===== config.mk =====
export PLATFORM = sky130hd
export DESIGN_NAME = pcmr_top
export DESIGN_NICKNAME = d
export VERILOG_FILES = /design/src/rtl/pcmr_pkg.sv /design/src/rtl/pcmr_sync.sv /design/src/rtl/pcmr_top.sv
export SDC_FILE = /design/constraint.sdc
export NUM_CORES = 1
export LEC_CHECK = 0
export BUFFER_PORTS_ARGS = -buffer_cell sky130_fd_sc_hd__buf_4
export CORE_ASPECT_RATIO = 0.5
export CORE_UTILIZATION = 33
export CTS_CLUSTER_SIZE = 25
export DETAILED_ROUTE_END_ITERATION = 12
export GPL_ROUTABILITY_DRIVEN = 0
export PLACE_DENSITY = 0.89
export RECOVER_POWER = 50
export SYNTH_ARGS = -nofsm -noshare
export SYNTH_HDL_FRONTEND = slang
export SYNTH_SLANG_ARGS = --single-unit

===== constraint.sdc =====
create_clock -name CORE_CLK_IN -period 1.4 [get_ports CORE_CLK_IN]
set_clock_uncertainty 0.15 [all_clocks]
set_input_delay 0.07 -clock CORE_CLK_IN [delete_from_list [all_inputs] [get_ports CORE_CLK_IN]]
set_output_delay 0.07 -clock CORE_CLK_IN [all_outputs]
set_load 0.01 [all_outputs]

===== src/rtl/pcmr_pkg.sv =====
package pcmr_pkg;

    // ==========================================================
    // Register map and reset values
    // ==========================================================
    localparam logic [7:0]  PCMR_PHY_CTRL_OFS   = 8'hec;
    localparam logic [7:0]  PCMR_MISC_CFG_OFS   = 8'hf0;
    localparam logic [31:0] PCMR_PHY_CTRL_RESET = 32'h0000_0008;
    localparam logic [31:0] PCMR_MISC_CFG_RESET = 32'h0000_0800;

    // ==========================================================
    // Field positions
    // ==========================================================
    localparam int PCMR_ROUTE_BIT    = 7;
    localparam int PCMR_OVERRIDE_BIT = 10;
    localparam int PCMR_RDSEL_LSB    = 8;
    localparam int PCMR_REV23_BIT    = 11;

    // ==========================================================
    // Serial EEPROM image byte that feeds the PHY control bits
    // ==========================================================
    localparam logic [7:0] PCMR_EE_PHY_BYTE = 8'h38;

    // ==========================================================
    // Master read commands and the short-burst limit
    // ==========================================================
    localparam logic [3:0] PCMR_CMD_MEM_READ      = 4'h6;
    localparam logic [3:0] PCMR_CMD_MEM_READ_LINE = 4'he;
    localparam logic [3:0] PCMR_CMD_MEM_READ_MULT = 4'hc;
    localparam logic [7:0] PCMR_SHORT_READ_PHASES = 8'h02;

    // ==========================================================
    // Carriers
    // ==========================================================
    typedef struct packed {
        logic        valid;
        logic        write;
        logic [7:0]  offset;
        logic [3:0]  byte_en;
        logic [31:0] wdata;
    } pcmr_cfg_req_s;

    typedef struct packed {
        logic        ack;
        logic [31:0] rdata;
    } pcmr_cfg_rsp_s;

    typedef struct packed {
        logic       valid;
        logic [7:0] addr;
        logic [7:0] data;
    } pcmr_ee_load_s;

    typedef struct packed {
        logic       req;
        logic [7:0] phases;
    } pcmr_mst_rd_s;

endpackage


===== src/rtl/pcmr_sync.sv =====
`timescale 1ns/100ps

module pcmr_sync #(
    parameter int WIDTH = 1
) (
    // Clock and reset
    input  wire logic             clk_in,
    input  wire logic             resetn_in,
    // Asynchronous levels and their synchronised copies
    input  wire logic [WIDTH-1:0] async_in,
    output logic      [WIDTH-1:0] sync_out
);

    // ==========================================================
    // Two flip-flops per bit
    // ==========================================================
    logic [WIDTH-1:0] stage1;

    // The first stage feeds only the second, never other logic.
    for (genvar i = 0; i < WIDTH; i++) begin : g_bit
        always_ff @(posedge clk_in or negedge resetn_in) begin
            if (!resetn_in) begin
                stage1[i]   <= 1'b0;
                sync_out[i] <= 1'b0;
            end else begin
                stage1[i]   <= async_in[i];
                sync_out[i] <= stage1[i];
            end
        end
    end

endmodule


===== src/rtl/pcmr_top.sv =====
`timescale 1ns/100ps

module pcmr_top
    import pcmr_pkg::*;
#(
    parameter int IRQ_WIDTH = 32
) (
    // Clock and power-on reset
    input  wire logic                 CORE_CLK_IN,
    input  wire logic                 RESETN_IN,
    // Reset pins from outside, active low
    input  wire logic                 EXPRESS_LINK_RESETN_IN,
    input  wire logic                 GLOBAL_RESET_PIN_N_IN,
    // Configuration access
    input  wire pcmr_cfg_req_s        CFG_REQ_IN,
    output pcmr_cfg_rsp_s             CFG_RSP_OUT,
    // Serial EEPROM loader
    input  wire logic                 EE_PRESENT_IN,
    input  wire pcmr_ee_load_s        EE_LOAD_IN,
    // PHY cable-inactive indicator and its terminal
    input  wire logic                 CABLE_INACTIVE_INDICATOR_IN,
    output logic                      CABLE_INACTIVE_OUT,
    // Link interrupt state and PME request
    input  wire logic [IRQ_WIDTH-1:0] IRQ_EVENT_IN,
    input  wire logic [IRQ_WIDTH-1:0] IRQ_MASK_IN,
    input  wire logic                 MASTER_IRQ_GATE_IN,
    output logic                      PME_REQ_OUT,
    output logic                      LINK_VID_BIT26_OUT,
    // PCI master read command selection
    input  wire pcmr_mst_rd_s         MST_RD_IN,
    output logic                      MST_CMD_VALID_OUT,
    output logic [3:0]                MST_CMD_OUT
);

    // ==========================================================
    // State
    // ==========================================================
    typedef struct packed {
        logic          route_en;
        logic [4:0]    phy_low;
        logic          pme_gating_override;
        logic [1:0]    read_cmd_select;
        pcmr_cfg_rsp_s rsp;
        logic          cable_out;
        logic          pme_req;
        logic          cmd_valid;
        logic [3:0]    cmd;
    } pcmr_state_s;

    pcmr_state_s st;
    pcmr_state_s next_st;
    logic [2:0]  sync_q;
    logic        soft_rst_n;
    logic        cna_s;
    logic [31:0] phy_word;
    logic [31:0] misc_word;

    // ==========================================================
    // Pin synchronisers
    // ==========================================================
    pcmr_sync #(
        .WIDTH (3)
    ) u_sync (
        .clk_in    (CORE_CLK_IN),
        .resetn_in (RESETN_IN),
        .async_in  ({CABLE_INACTIVE_INDICATOR_IN,
                     GLOBAL_RESET_PIN_N_IN,
                     EXPRESS_LINK_RESETN_IN}),
        .sync_out  (sync_q)
    );

    // Either reset pin returns the writable bits to defaults.
    assign soft_rst_n = sync_q[0] & sync_q[1];
    assign cna_s      = sync_q[2];

    // ==========================================================
    // Read images
    // ==========================================================
    // Only stored bits appear; every other position is a constant.
    always_comb begin
        phy_word                 = 32'h0000_0000;
        phy_word[PCMR_ROUTE_BIT] = st.route_en;
        phy_word[4:0]            = st.phy_low;
        misc_word                = 32'h0000_0000;
        misc_word[PCMR_REV23_BIT]    = 1'b1;
        misc_word[PCMR_OVERRIDE_BIT] = st.pme_gating_override;
        misc_word[PCMR_RDSEL_LSB +: 2] = st.read_cmd_select;
    end

    // ==========================================================
    // Next state
    // ==========================================================
    // The EEPROM load is applied first so that a configuration
    // write in the same cycle has the last word.
    always_comb begin
        next_st = st;
        next_st.rsp.ack   = 1'b0;
        next_st.rsp.rdata = 32'h0000_0000;
        if (EE_PRESENT_IN && EE_LOAD_IN.valid &&
            EE_LOAD_IN.addr == PCMR_EE_PHY_BYTE) begin
            next_st.route_en = EE_LOAD_IN.data[PCMR_ROUTE_BIT];
            next_st.phy_low  = EE_LOAD_IN.data[4:0];
        end
        if (CFG_REQ_IN.valid) begin
            next_st.rsp.ack = 1'b1;
            if (CFG_REQ_IN.offset == PCMR_PHY_CTRL_OFS) begin
                if (!CFG_REQ_IN.write) begin
                    next_st.rsp.rdata = phy_word;
                end else if (CFG_REQ_IN.byte_en[0]) begin
                    // Upper bytes are fixed and simply dropped.
                    next_st.route_en =
                        CFG_REQ_IN.wdata[PCMR_ROUTE_BIT];
                    next_st.phy_low  = CFG_REQ_IN.wdata[4:0];
                end
            end else if (CFG_REQ_IN.offset == PCMR_MISC_CFG_OFS) begin
                if (!CFG_REQ_IN.write) begin
                    next_st.rsp.rdata = misc_word;
                end else if (CFG_REQ_IN.byte_en[1]) begin
                    next_st.pme_gating_override =
                        CFG_REQ_IN.wdata[PCMR_OVERRIDE_BIT];
                    next_st.read_cmd_select =
                        CFG_REQ_IN.wdata[PCMR_RDSEL_LSB +: 2];
                end
            end
        end
        // Pin reset overrides everything stored by software.
        if (!soft_rst_n) begin
            next_st.route_en = PCMR_PHY_CTRL_RESET[PCMR_ROUTE_BIT];
            next_st.phy_low  = PCMR_PHY_CTRL_RESET[4:0];
            next_st.pme_gating_override =
                PCMR_MISC_CFG_RESET[PCMR_OVERRIDE_BIT];
            next_st.read_cmd_select =
                PCMR_MISC_CFG_RESET[PCMR_RDSEL_LSB +: 2];
        end
        // Terminal follows the indicator only while routed.
        next_st.cable_out = st.route_en & cna_s;
        // Without override the master gate qualifies PME.
        next_st.pme_req = (|(IRQ_EVENT_IN & IRQ_MASK_IN)) &
                          (st.pme_gating_override |
                           MASTER_IRQ_GATE_IN);
        next_st.cmd_valid = MST_RD_IN.req;
        if (MST_RD_IN.phases <= PCMR_SHORT_READ_PHASES) begin
            next_st.cmd = PCMR_CMD_MEM_READ;
        end else begin
            case (st.read_cmd_select)
                2'h1:    next_st.cmd = PCMR_CMD_MEM_READ;
                2'h2:    next_st.cmd = PCMR_CMD_MEM_READ_MULT;
                default: next_st.cmd = PCMR_CMD_MEM_READ_LINE;
            endcase
        end
    end

    // ==========================================================
    // State register
    // ==========================================================
    always_ff @(posedge CORE_CLK_IN or negedge RESETN_IN) begin
        if (!RESETN_IN) begin
            st          <= '0;
            st.phy_low  <= PCMR_PHY_CTRL_RESET[4:0];
            st.route_en <= PCMR_PHY_CTRL_RESET[PCMR_ROUTE_BIT];
            st.pme_gating_override <=
                PCMR_MISC_CFG_RESET[PCMR_OVERRIDE_BIT];
            st.read_cmd_select <=
                PCMR_MISC_CFG_RESET[PCMR_RDSEL_LSB +: 2];
        end else begin
            st <= next_st;
        end
    end

    // ==========================================================
    // Outputs
    // ==========================================================
    assign CFG_RSP_OUT        = st.rsp;
    assign CABLE_INACTIVE_OUT = st.cable_out;
    assign PME_REQ_OUT        = st.pme_req;
    assign LINK_VID_BIT26_OUT = st.pme_gating_override;
    assign MST_CMD_VALID_OUT  = st.cmd_valid;
    assign MST_CMD_OUT        = st.cmd;

    logic rd_phy;
    logic rd_misc;
    logic wr_misc;
    assign rd_phy  = CFG_REQ_IN.valid && !CFG_REQ_IN.write &&
                     CFG_REQ_IN.offset == PCMR_PHY_CTRL_OFS;
    assign rd_misc = CFG_REQ_IN.valid && !CFG_REQ_IN.write &&
                     CFG_REQ_IN.offset == PCMR_MISC_CFG_OFS;
    assign wr_misc = CFG_REQ_IN.valid && CFG_REQ_IN.write &&
                     CFG_REQ_IN.offset == PCMR_MISC_CFG_OFS &&
                     CFG_REQ_IN.byte_en[1];
endmodule


==> summary.txt, run 1 <==
Outcome
  – Status: finished clean

Timing
  – Fin crit share: 0.9539
  – Slew @ Worst Pin: 0.7978 ns
  – Min Tclk post-route: 1.335 ns
  – Slew margin rel.: 0.4682
  – FMAX: 748.8 MHz
  – Hold slack: 0.03194 ns
  – Max-slew violations: 0
  – Final hold viol count: 0
  – Setup-failing EPs final: 0

Setup path
  – CP endpoint kind: register
  – Crit path kind: in -> reg
  – Worst path top cell family by delay: buffers and inverters
  – Critical Path Max Stage Delay: 0.60 ns
  – Critical Path RT: 1.47 ns
  – Slowest stage cell, crit path: dlygate4sd3_1
  – Stages on worst setup path: 5
  – Worst Reg-to-Reg Cells: 4
  – CP startpoint kind: input port
  – WP buf/inv: 2
  – Worst path cell trace: buf_4 -> nor3b_2 -> dlygate4sd3_1 -> nor3b_4 -> and2_1
  – Crit Path Max Fanout: 4
  – Crit path DAT: 1.41 ns

Clock network
  – Clk buf depth: 2
  – CTS buffer count: 5
  – Clock Tree Root: clkbuf_8
  – CTS tree: built
  – Worst-path clk slew: 0.07 ns
  – Post-CTS Setup Inserts: 0
  – CTS Sinks: 32
  – Clock latency on the worst-skew pair: 0.29 ns
  – H-Tree Depth: 2

GRT
  – Largest net degree at the start of global routing: 33
  – Grt total ovfl: 0
  – Initial antenna violation count: 0
  – Vias in the first global route: 1,833
  – Total global routing track utilization: 0.2324
  – First-pass GRT wire length: 8.763 mm

Detailed routing
  – Routed WL: 5.745 mm
  – DRT iter0 DRCs: 46
  – # DRC: 0
  – Final ANT Viol Nets: 0
  – Via-to-Cell Ratio: 4.721
  – Via count: 1,723
  – Drt wl/cell: 15.74 um
  – Drt pass-1 iters: 4

Die
  – DIE AREA: 5043 um2
  – Die width: 99.44 um
  – Initial core utilization: 0.3507
  – Row cnt: 17
  – Die Span Y: 50.72 um
  – Core Box Area: 4467 um2
  – Top Ports: 184

Power
  – Cell-internal power: 1.628 mW
  – Gate power share: 0.213
  – Leakage Power: 1.577 nW
  – Peak VDD IR: 390.1 uV
  – PnR Total Power: 2.143 mW
  – Switching share of power: 0.2403
  – Pwr dens: 721.6 nW/um2
  – Sw Pwr: 0.5151 mW
  – Share of power burned in registers: 0.441
  – Clock power frac: 0.346

Flow run
  – Max-cap viol count: 0

Yosys
  – Syn avg cell area: 11.52 um2
  – Register area share after synthesis: 0.5120
  – Cell area after synthesis: 1567 um2
  – Yosys synthesis warning count: 0
  – Flop and latch count out of synthesis: 32
  – Synth cell types: 29
  – Mapped Cells: 136

Layout
  – Synth-to-layout area growth: 89.62%
  – Layout net count: 450
  – Fin util: 0.6650
  – Number of diodes: 0
  – Share of cells above drive strength 1: 0.4903

Worst hold path
  – HP Class: in -> reg
  – Worst Hold Depth: 3

Placed design
  – HPWL Detailed: 3.884 mm
  – PortBufs: 133
==> cells by family after synthesis <==
| group | share of synthesized area |
|---|---|
| AOI/OAI and AO/OA | 0.1318 |
| buffers and inverters | 0.1174 |
| DFF | 0.5120 |
| muxes | 0.05112 |
| other | 0.004794 |
| and+or+nand+nor | 0.1829 |
==> cells in the mapped netlist, drive strengths merged <==
| cell | n | share of area |
|---|---|---|
| nor2b | 1 | 0.0040 |
| nand4 | 5 | 0.020 |
| mux2i | 8 | 0.051 |
| buf | 24 | 0.12 |
| and4bb | 2 | 0.016 |
| nor4 | 2 | 0.018 |
| a22o | 4 | 0.022 |
| nor3b | 2 | 0.013 |
| o21bai | 1 | 0.0048 |
| nor2 | 10 | 0.024 |
| a221oi | 4 | 0.022 |
| a21oi | 1 | 0.0032 |
| dfrtp | 31 | 0.50 |
| and3 | 2 | 0.0080 |
| a22oi | 8 | 0.038 |
| nand3b | 1 | 0.0048 |
| a211oi | 6 | 0.029 |
| and2 | 10 | 0.040 |
| conb | 2 | 0.0048 |
| o32a | 1 | 0.0064 |
| dfstp | 1 | 0.017 |
| nand3 | 3 | 0.016 |
| a31o | 1 | 0.0056 |
| inv | 1 | 0.0024 |
| and4b | 2 | 0.013 |
| nand2 | 3 | 0.0072 |
==> layer usage <==
layer,GRT usage,up-vias,wire length (um)
met1,0.2339,812,2135
met5,0,-,0
met3,0.05432,31,308
met4,0.1299,0,268
met2,0.4514,86,3032
li1,-,794,-
==> worst reg2reg max path, delay by kind of cell (launching register included) <==
kind | cells | cell delay (ns)
flip-flops | 1 | 0.52
AO/OA/AOI/OAI | 2 | 0.34
AND/OR/NAND/NOR | 1 | 0.16
buffers and inverters | 1 | 0.03
==> final timing paths <==
| kind | from | end | slack (ns) |
|---|---|---|---|
| max in group asynchronous | RESETN_IN | misc_word[8] | 0.34 |
| min in group asynchronous | RESETN_IN | CFG_RSP_OUT[0] | 0.25 |
| hold / removal | EE_LOAD_IN[2] | phy_word[2] | 0.03 |
| hold reg to reg | u_sync.stage1[1] | u_sync.sync_out[1] | 0.20 |
| setup reg to reg | phy_word[3] | phy_word[3] | 0.11 |
| setup / recovery | CFG_REQ_IN[39] | CFG_RSP_OUT[10] | 0.06 |
==> metrics by stage <==
step                area (um2)  std cells    TNS, ns  worst slack, ns
finish                    2970        365          0          0.06454
global placement          2546        325  -0.008899        -0.008899
floorplan                 1649        158          0           0.1874
detailed placement        2546        325   -0.03917         -0.02037
CTS                       2959        365          0          0.06636
global route              2970        365   -0.01779         -0.01075
==> final cells by class <==
type | count | area (um2)
Timing Repair Buffer | 166 | 1320
Clock buffer | 6 | 82.58
Clock inverter | 2 | 10.01
Tap cell | 57 | 71.32
Multi-Input combinational cell | 101 | 680.7
Sequential cell | 32 | 802.0
Fill cell | 317 | 1496
Inverter | 1 | 3.754
==> cell usage in the layout, fill, tap and decap left out, types with 2 or more instances in the layout <==
master and count:
conb_1 24, and4b_1 2, a221oi_1 4, nand3_2 2
clkinv_2 2, clkbuf_4 4, a22oi_1 8, nand2_1 3
a211oi_1 6, dfrtp_1 31, and2_1 10, nor2_1 10
and3_1 2, clkbuf_8 6, mux2i_1 8, a22o_1 4
dlygate4sd3_1 32, and4bb_2 2, buf_4 128, nand4_1 5
==> power groups by stage <==
stage	Combinational, mW	Clock [mW]	Sequential, mW
floorplan	0.125	0	0.964
global placement	0.363	0	0.960
detailed placement	0.371	0	0.961
CTS	0.443	0.724	0.944
global route	0.486	0.785	0.945
finish	0.456	0.742	0.945
==> repair_timing <==
item                                    in CTS  in global routing
endpoints found under the hold margin       57                  0
gates resized for setup                      0                  3
endpoints found under the setup margin       0                  4
hold buffers                                32                  0
==> state kept, by name, summed over array words and instances, names as in the netlist <==
register,flops
phy_word,6
MST_CMD_OUT,3
u_sync.sync_out,3
CFG_RSP_OUT,11
u_sync.stage1,3
LINK_VID_BIT26_OUT,1
misc_word,2
MST_CMD_VALID_OUT,1
CABLE_INACTIVE_OUT,1
PME_REQ_OUT,1
(Power assumes the default switching activity.)
==> run 2: changes to the inputs <==
--- a/config.mk
+++ b/config.mk
@@ -7,11 +7,12 @@
 export LEC_CHECK = 0
 export BUFFER_PORTS_ARGS = -buffer_cell sky130_fd_sc_hd__buf_4
 export CORE_ASPECT_RATIO = 0.5
-export CORE_UTILIZATION = 33
+export CORE_UTILIZATION = 36
 export CTS_CLUSTER_SIZE = 25
 export DETAILED_ROUTE_END_ITERATION = 12
 export GPL_ROUTABILITY_DRIVEN = 0
-export PLACE_DENSITY = 0.89
+export MAX_ROUTING_LAYER = met4
+export PLACE_DENSITY = 0.95
 export RECOVER_POWER = 50
 export SYNTH_ARGS = -nofsm -noshare
 export SYNTH_HDL_FRONTEND = slang
==> constraint.sdc (replaced) <==
create_clock -name CORE_CLK_IN -period 1.69 [get_ports CORE_CLK_IN]
set_clock_uncertainty 0.15 [all_clocks]
set_input_delay 0.0845 -clock CORE_CLK_IN [delete_from_list [all_inputs] [get_ports CORE_CLK_IN]]
set_output_delay 0.0845 -clock CORE_CLK_IN [all_outputs]
set_load 0.01 [all_outputs]
==> summary.txt, run 2 (synthesis gave the netlist of run 1 again) <==
Timing
  – Setup_tns: 0 ns (unchanged)
  – Slew @ Worst Pin: 0.7834 ns (-0.01435 ns)
  – Hold slack: -0.003706 ns (-0.03564 ns)
  – Setup-failing EPs final: 0 (unchanged)
  – Max-slew violations: 0 (unchanged)
  – Fin crit share: 0.9791
  – Slew margin rel.: 0.4777 (+0.009570)
  – Final hold viol count: 1 (+1)
  – Final worst slack: 0.03539 ns (-0.02914 ns)
  – FMAX: 604.4 MHz
  – Min Tclk post-route: 1.655 ns
  – RSZ-0062 raised after global routing: false

Clock network
  – CTS tree: built
  – CTS buffer count: 5 (unchanged)
  – Clock latency on the worst-skew pair: 0.30 ns (about the same)
  – CTS Sinks: 32 (unchanged)
  – Clock Tree Root: clkbuf_8
  – Worst-path clk slew: 0.07 ns (about the same)
  – Post-CTS Setup Inserts: 0 (unchanged)
  – Clk buf depth: 2 (unchanged)
  – H-Tree Depth: 2 (unchanged)

Layout
  – Number of diodes: 0 (unchanged)
  – Share of cells above drive strength 1: 0.4967 (+0.006429)
  – Commonest non-fill, non-tap cell in the layout: buf_4
  – Most frequent cells in the layout: 127 x buf_4, 31 x dfrtp_1, 27 x dlygate4sd3_1
  – Max reg flops: 11 (unchanged)
  – Layout net count: 444 (-1.3%)
  – Synth-to-layout area growth: 85.14%

Detailed routing
  – Drt pass-1 iters: 4 (unchanged)
  – Via count: 1,702 (-1.2%)
  – M1 WL: 1.981 mm (-7.2%)
  – Max Used Layer: met4
  – Final ANT Viol Nets: 0 (unchanged)
  – WL met2: 3.461 mm (+14%)
  – Routed WL: 6.075 mm (+5.7%)
  – Via-to-Cell Ratio: 4.781 (+1.3%)
  – # DRC: 0 (unchanged)
  – DR WL met3: 343 um (+11%)
  – Drt wl/cell: 17.06 um (+8.4%)
  – DRT iter0 DRCs: 64 (+39%)

Power
  – Peak VDD IR: 335.4 uV (-14%)
  – Leakage Power: 1.545 nW (-2.0%)
  – Gate power share: 0.205 (-0.008)
  – Clock power frac: 0.356 (+0.010)
  – Pwr dens: 614.2 nW/um2 (-15%)
  – Share of power burned in registers: 0.439 (-0.002)
  – Sw Pwr: 0.4415 mW (-14%)
  – Cell-internal power: 1.340 mW (-18%)
  – Switching share of power: 0.2478 (+0.007540)

GRT
  – Largest net degree at the start of global routing: 33 (unchanged)
  – Initial antenna violation count: 0 (unchanged)
  – Total global routing track utilization: 0.2914 (+0.05892)
  – Vias in the first global route: 1,922 (+4.9%)
  – Grt total ovfl: 0 (unchanged)
  – First-pass GRT wire length: 9.528 mm (+8.7%)

Die
  – Initial core utilization: 0.3893 (+0.03860)
  – Row cnt: 16 (-1)
  – DIE AREA: 4635 um2 (-8.1%)
  – Top Ports: 184 (unchanged)
  – Die width: 95.29 um (-4.2%)
  – Die Span Y: 48.65 um (-4.1%)
  – Core Box Area: 4024 um2 (-9.9%)

Setup path
  – Worst path top cell family by delay: buffers and inverters
  – Critical Path RT: 1.77 ns (+0.30 ns)
  – Crit Path Max Fanout: 4 (unchanged)
  – Worst path cell trace: dlygate4sd3_1 -> buf_4 -> nor3b_2 -> dlygate4sd3_1
  – CP most frequent cell: dlygate4sd3_1
  – Crit path DAT: 1.74 ns (+0.33 ns)
  – CP startpoint kind: input port
  – WP buf/inv: 3 (+1)
  – Slowest stage cell, crit path: dlygate4sd3_1
  – CP endpoint kind: register
  – Crit path kind: in -> reg
  – Critical Path Max Stage Delay: 0.64 ns (+0.04 ns)

Outcome
  – Status: complete, but fails checks
  – Failing checks: negative hold slack

Placed design
  – PortBufs: 133 (unchanged)
  – Pre-CTS setup slack: 0.1808 ns (+0.2011 ns)
  – HPWL Detailed: 4.038 mm (+4.0%)

Worst hold path
  – HP Class: in -> reg

Flow run
  – Max-cap viol count: 0 (unchanged)
run 2: metal layers:
metal	vias to the layer above	global-route usage
li1	781	-
met1	809	0.2827
met4	0	0.1490
met3	27	0.05660
met2	85	0.5464
met5	-	-
run 2: worst register-to-register path: stages (launching register included):
cell and delay (ns):
dfstp_2 0.53, inv_1 0.04, a31o_2 0.20, and3_1 0.16
o21bai_1 0.14
run 2: repair_timing:
| action | CTS | global route |
|---|---|---|
| hold buffers | 27 | 0 |
| setup endpoints to repair | 0 | 6 |
| resized for setup | 0 | 1 |
| endpoints found under the hold margin | 57 | 0 |
run 2: worst paths after layout:
| kind | start | depth (start not counted) | to | slack [ns] |
|---|---|---|---|---|
| max in group asynchronous | RESETN_IN | 2 | CABLE_INACTIVE_OUT | 0.65 |
| hold / removal | EE_LOAD_IN[0] | 3 | phy_word[0] | -0.004 |
| hold reg to reg | u_sync.stage1[1] | 0 | u_sync.sync_out[1] | 0.21 |
| setup / recovery | CFG_REQ_IN[44] | 4 | CFG_RSP_OUT[11] | 0.04 |
| min in group asynchronous | RESETN_IN | 2 | phy_word[7] | 0.25 |
| setup reg to reg | phy_word[3] | 4 | phy_word[3] | 0.40 |
run 2: cell type report:
class                           instances  area, um2
Clock buffer                            6      82.58
Clock inverter                          2      10.01
Fill cell                             259       1124
Inverter                                1      3.754
Multi-Input combinational cell        101      668.1
Sequential cell                        32      802.0
Tap cell                               54      67.56
Timing Repair Buffer                  160       1266
run 2: power groups by stage:
stage	registers [mW]	logic (mW)	clock network (mW)
2_1_floorplan	0.798	0.103	0
3_3_place_gp	0.795	0.298	0
3_5_place_dp	0.796	0.307	0
4_1_cts	0.782	0.359	0.614
5_1_grt	0.783	0.390	0.676
6_report	0.783	0.365	0.634
run 2: through the flow:
| step | instances | total power [mW] | area [um2] | hold WS [ns] | utilization |
|---|---|---|---|---|---|
| after floorplan | 158 | 0.9015 | 1649 | -0.3611 | - |
| after global placement | 321 | 1.093 | 2535 | -0.1216 | 0.6300 |
| after detailed placement | 321 | 1.103 | 2535 | -0.1155 | 0.6300 |
| after CTS | 356 | 1.754 | 2898 | 0.002756 | 0.7201 |
| after global routing | 356 | 1.849 | 2900 | 0.03502 | 0.7208 |
| final | 356 | 1.781 | 2900 | -0.003706 | 0.7208 |
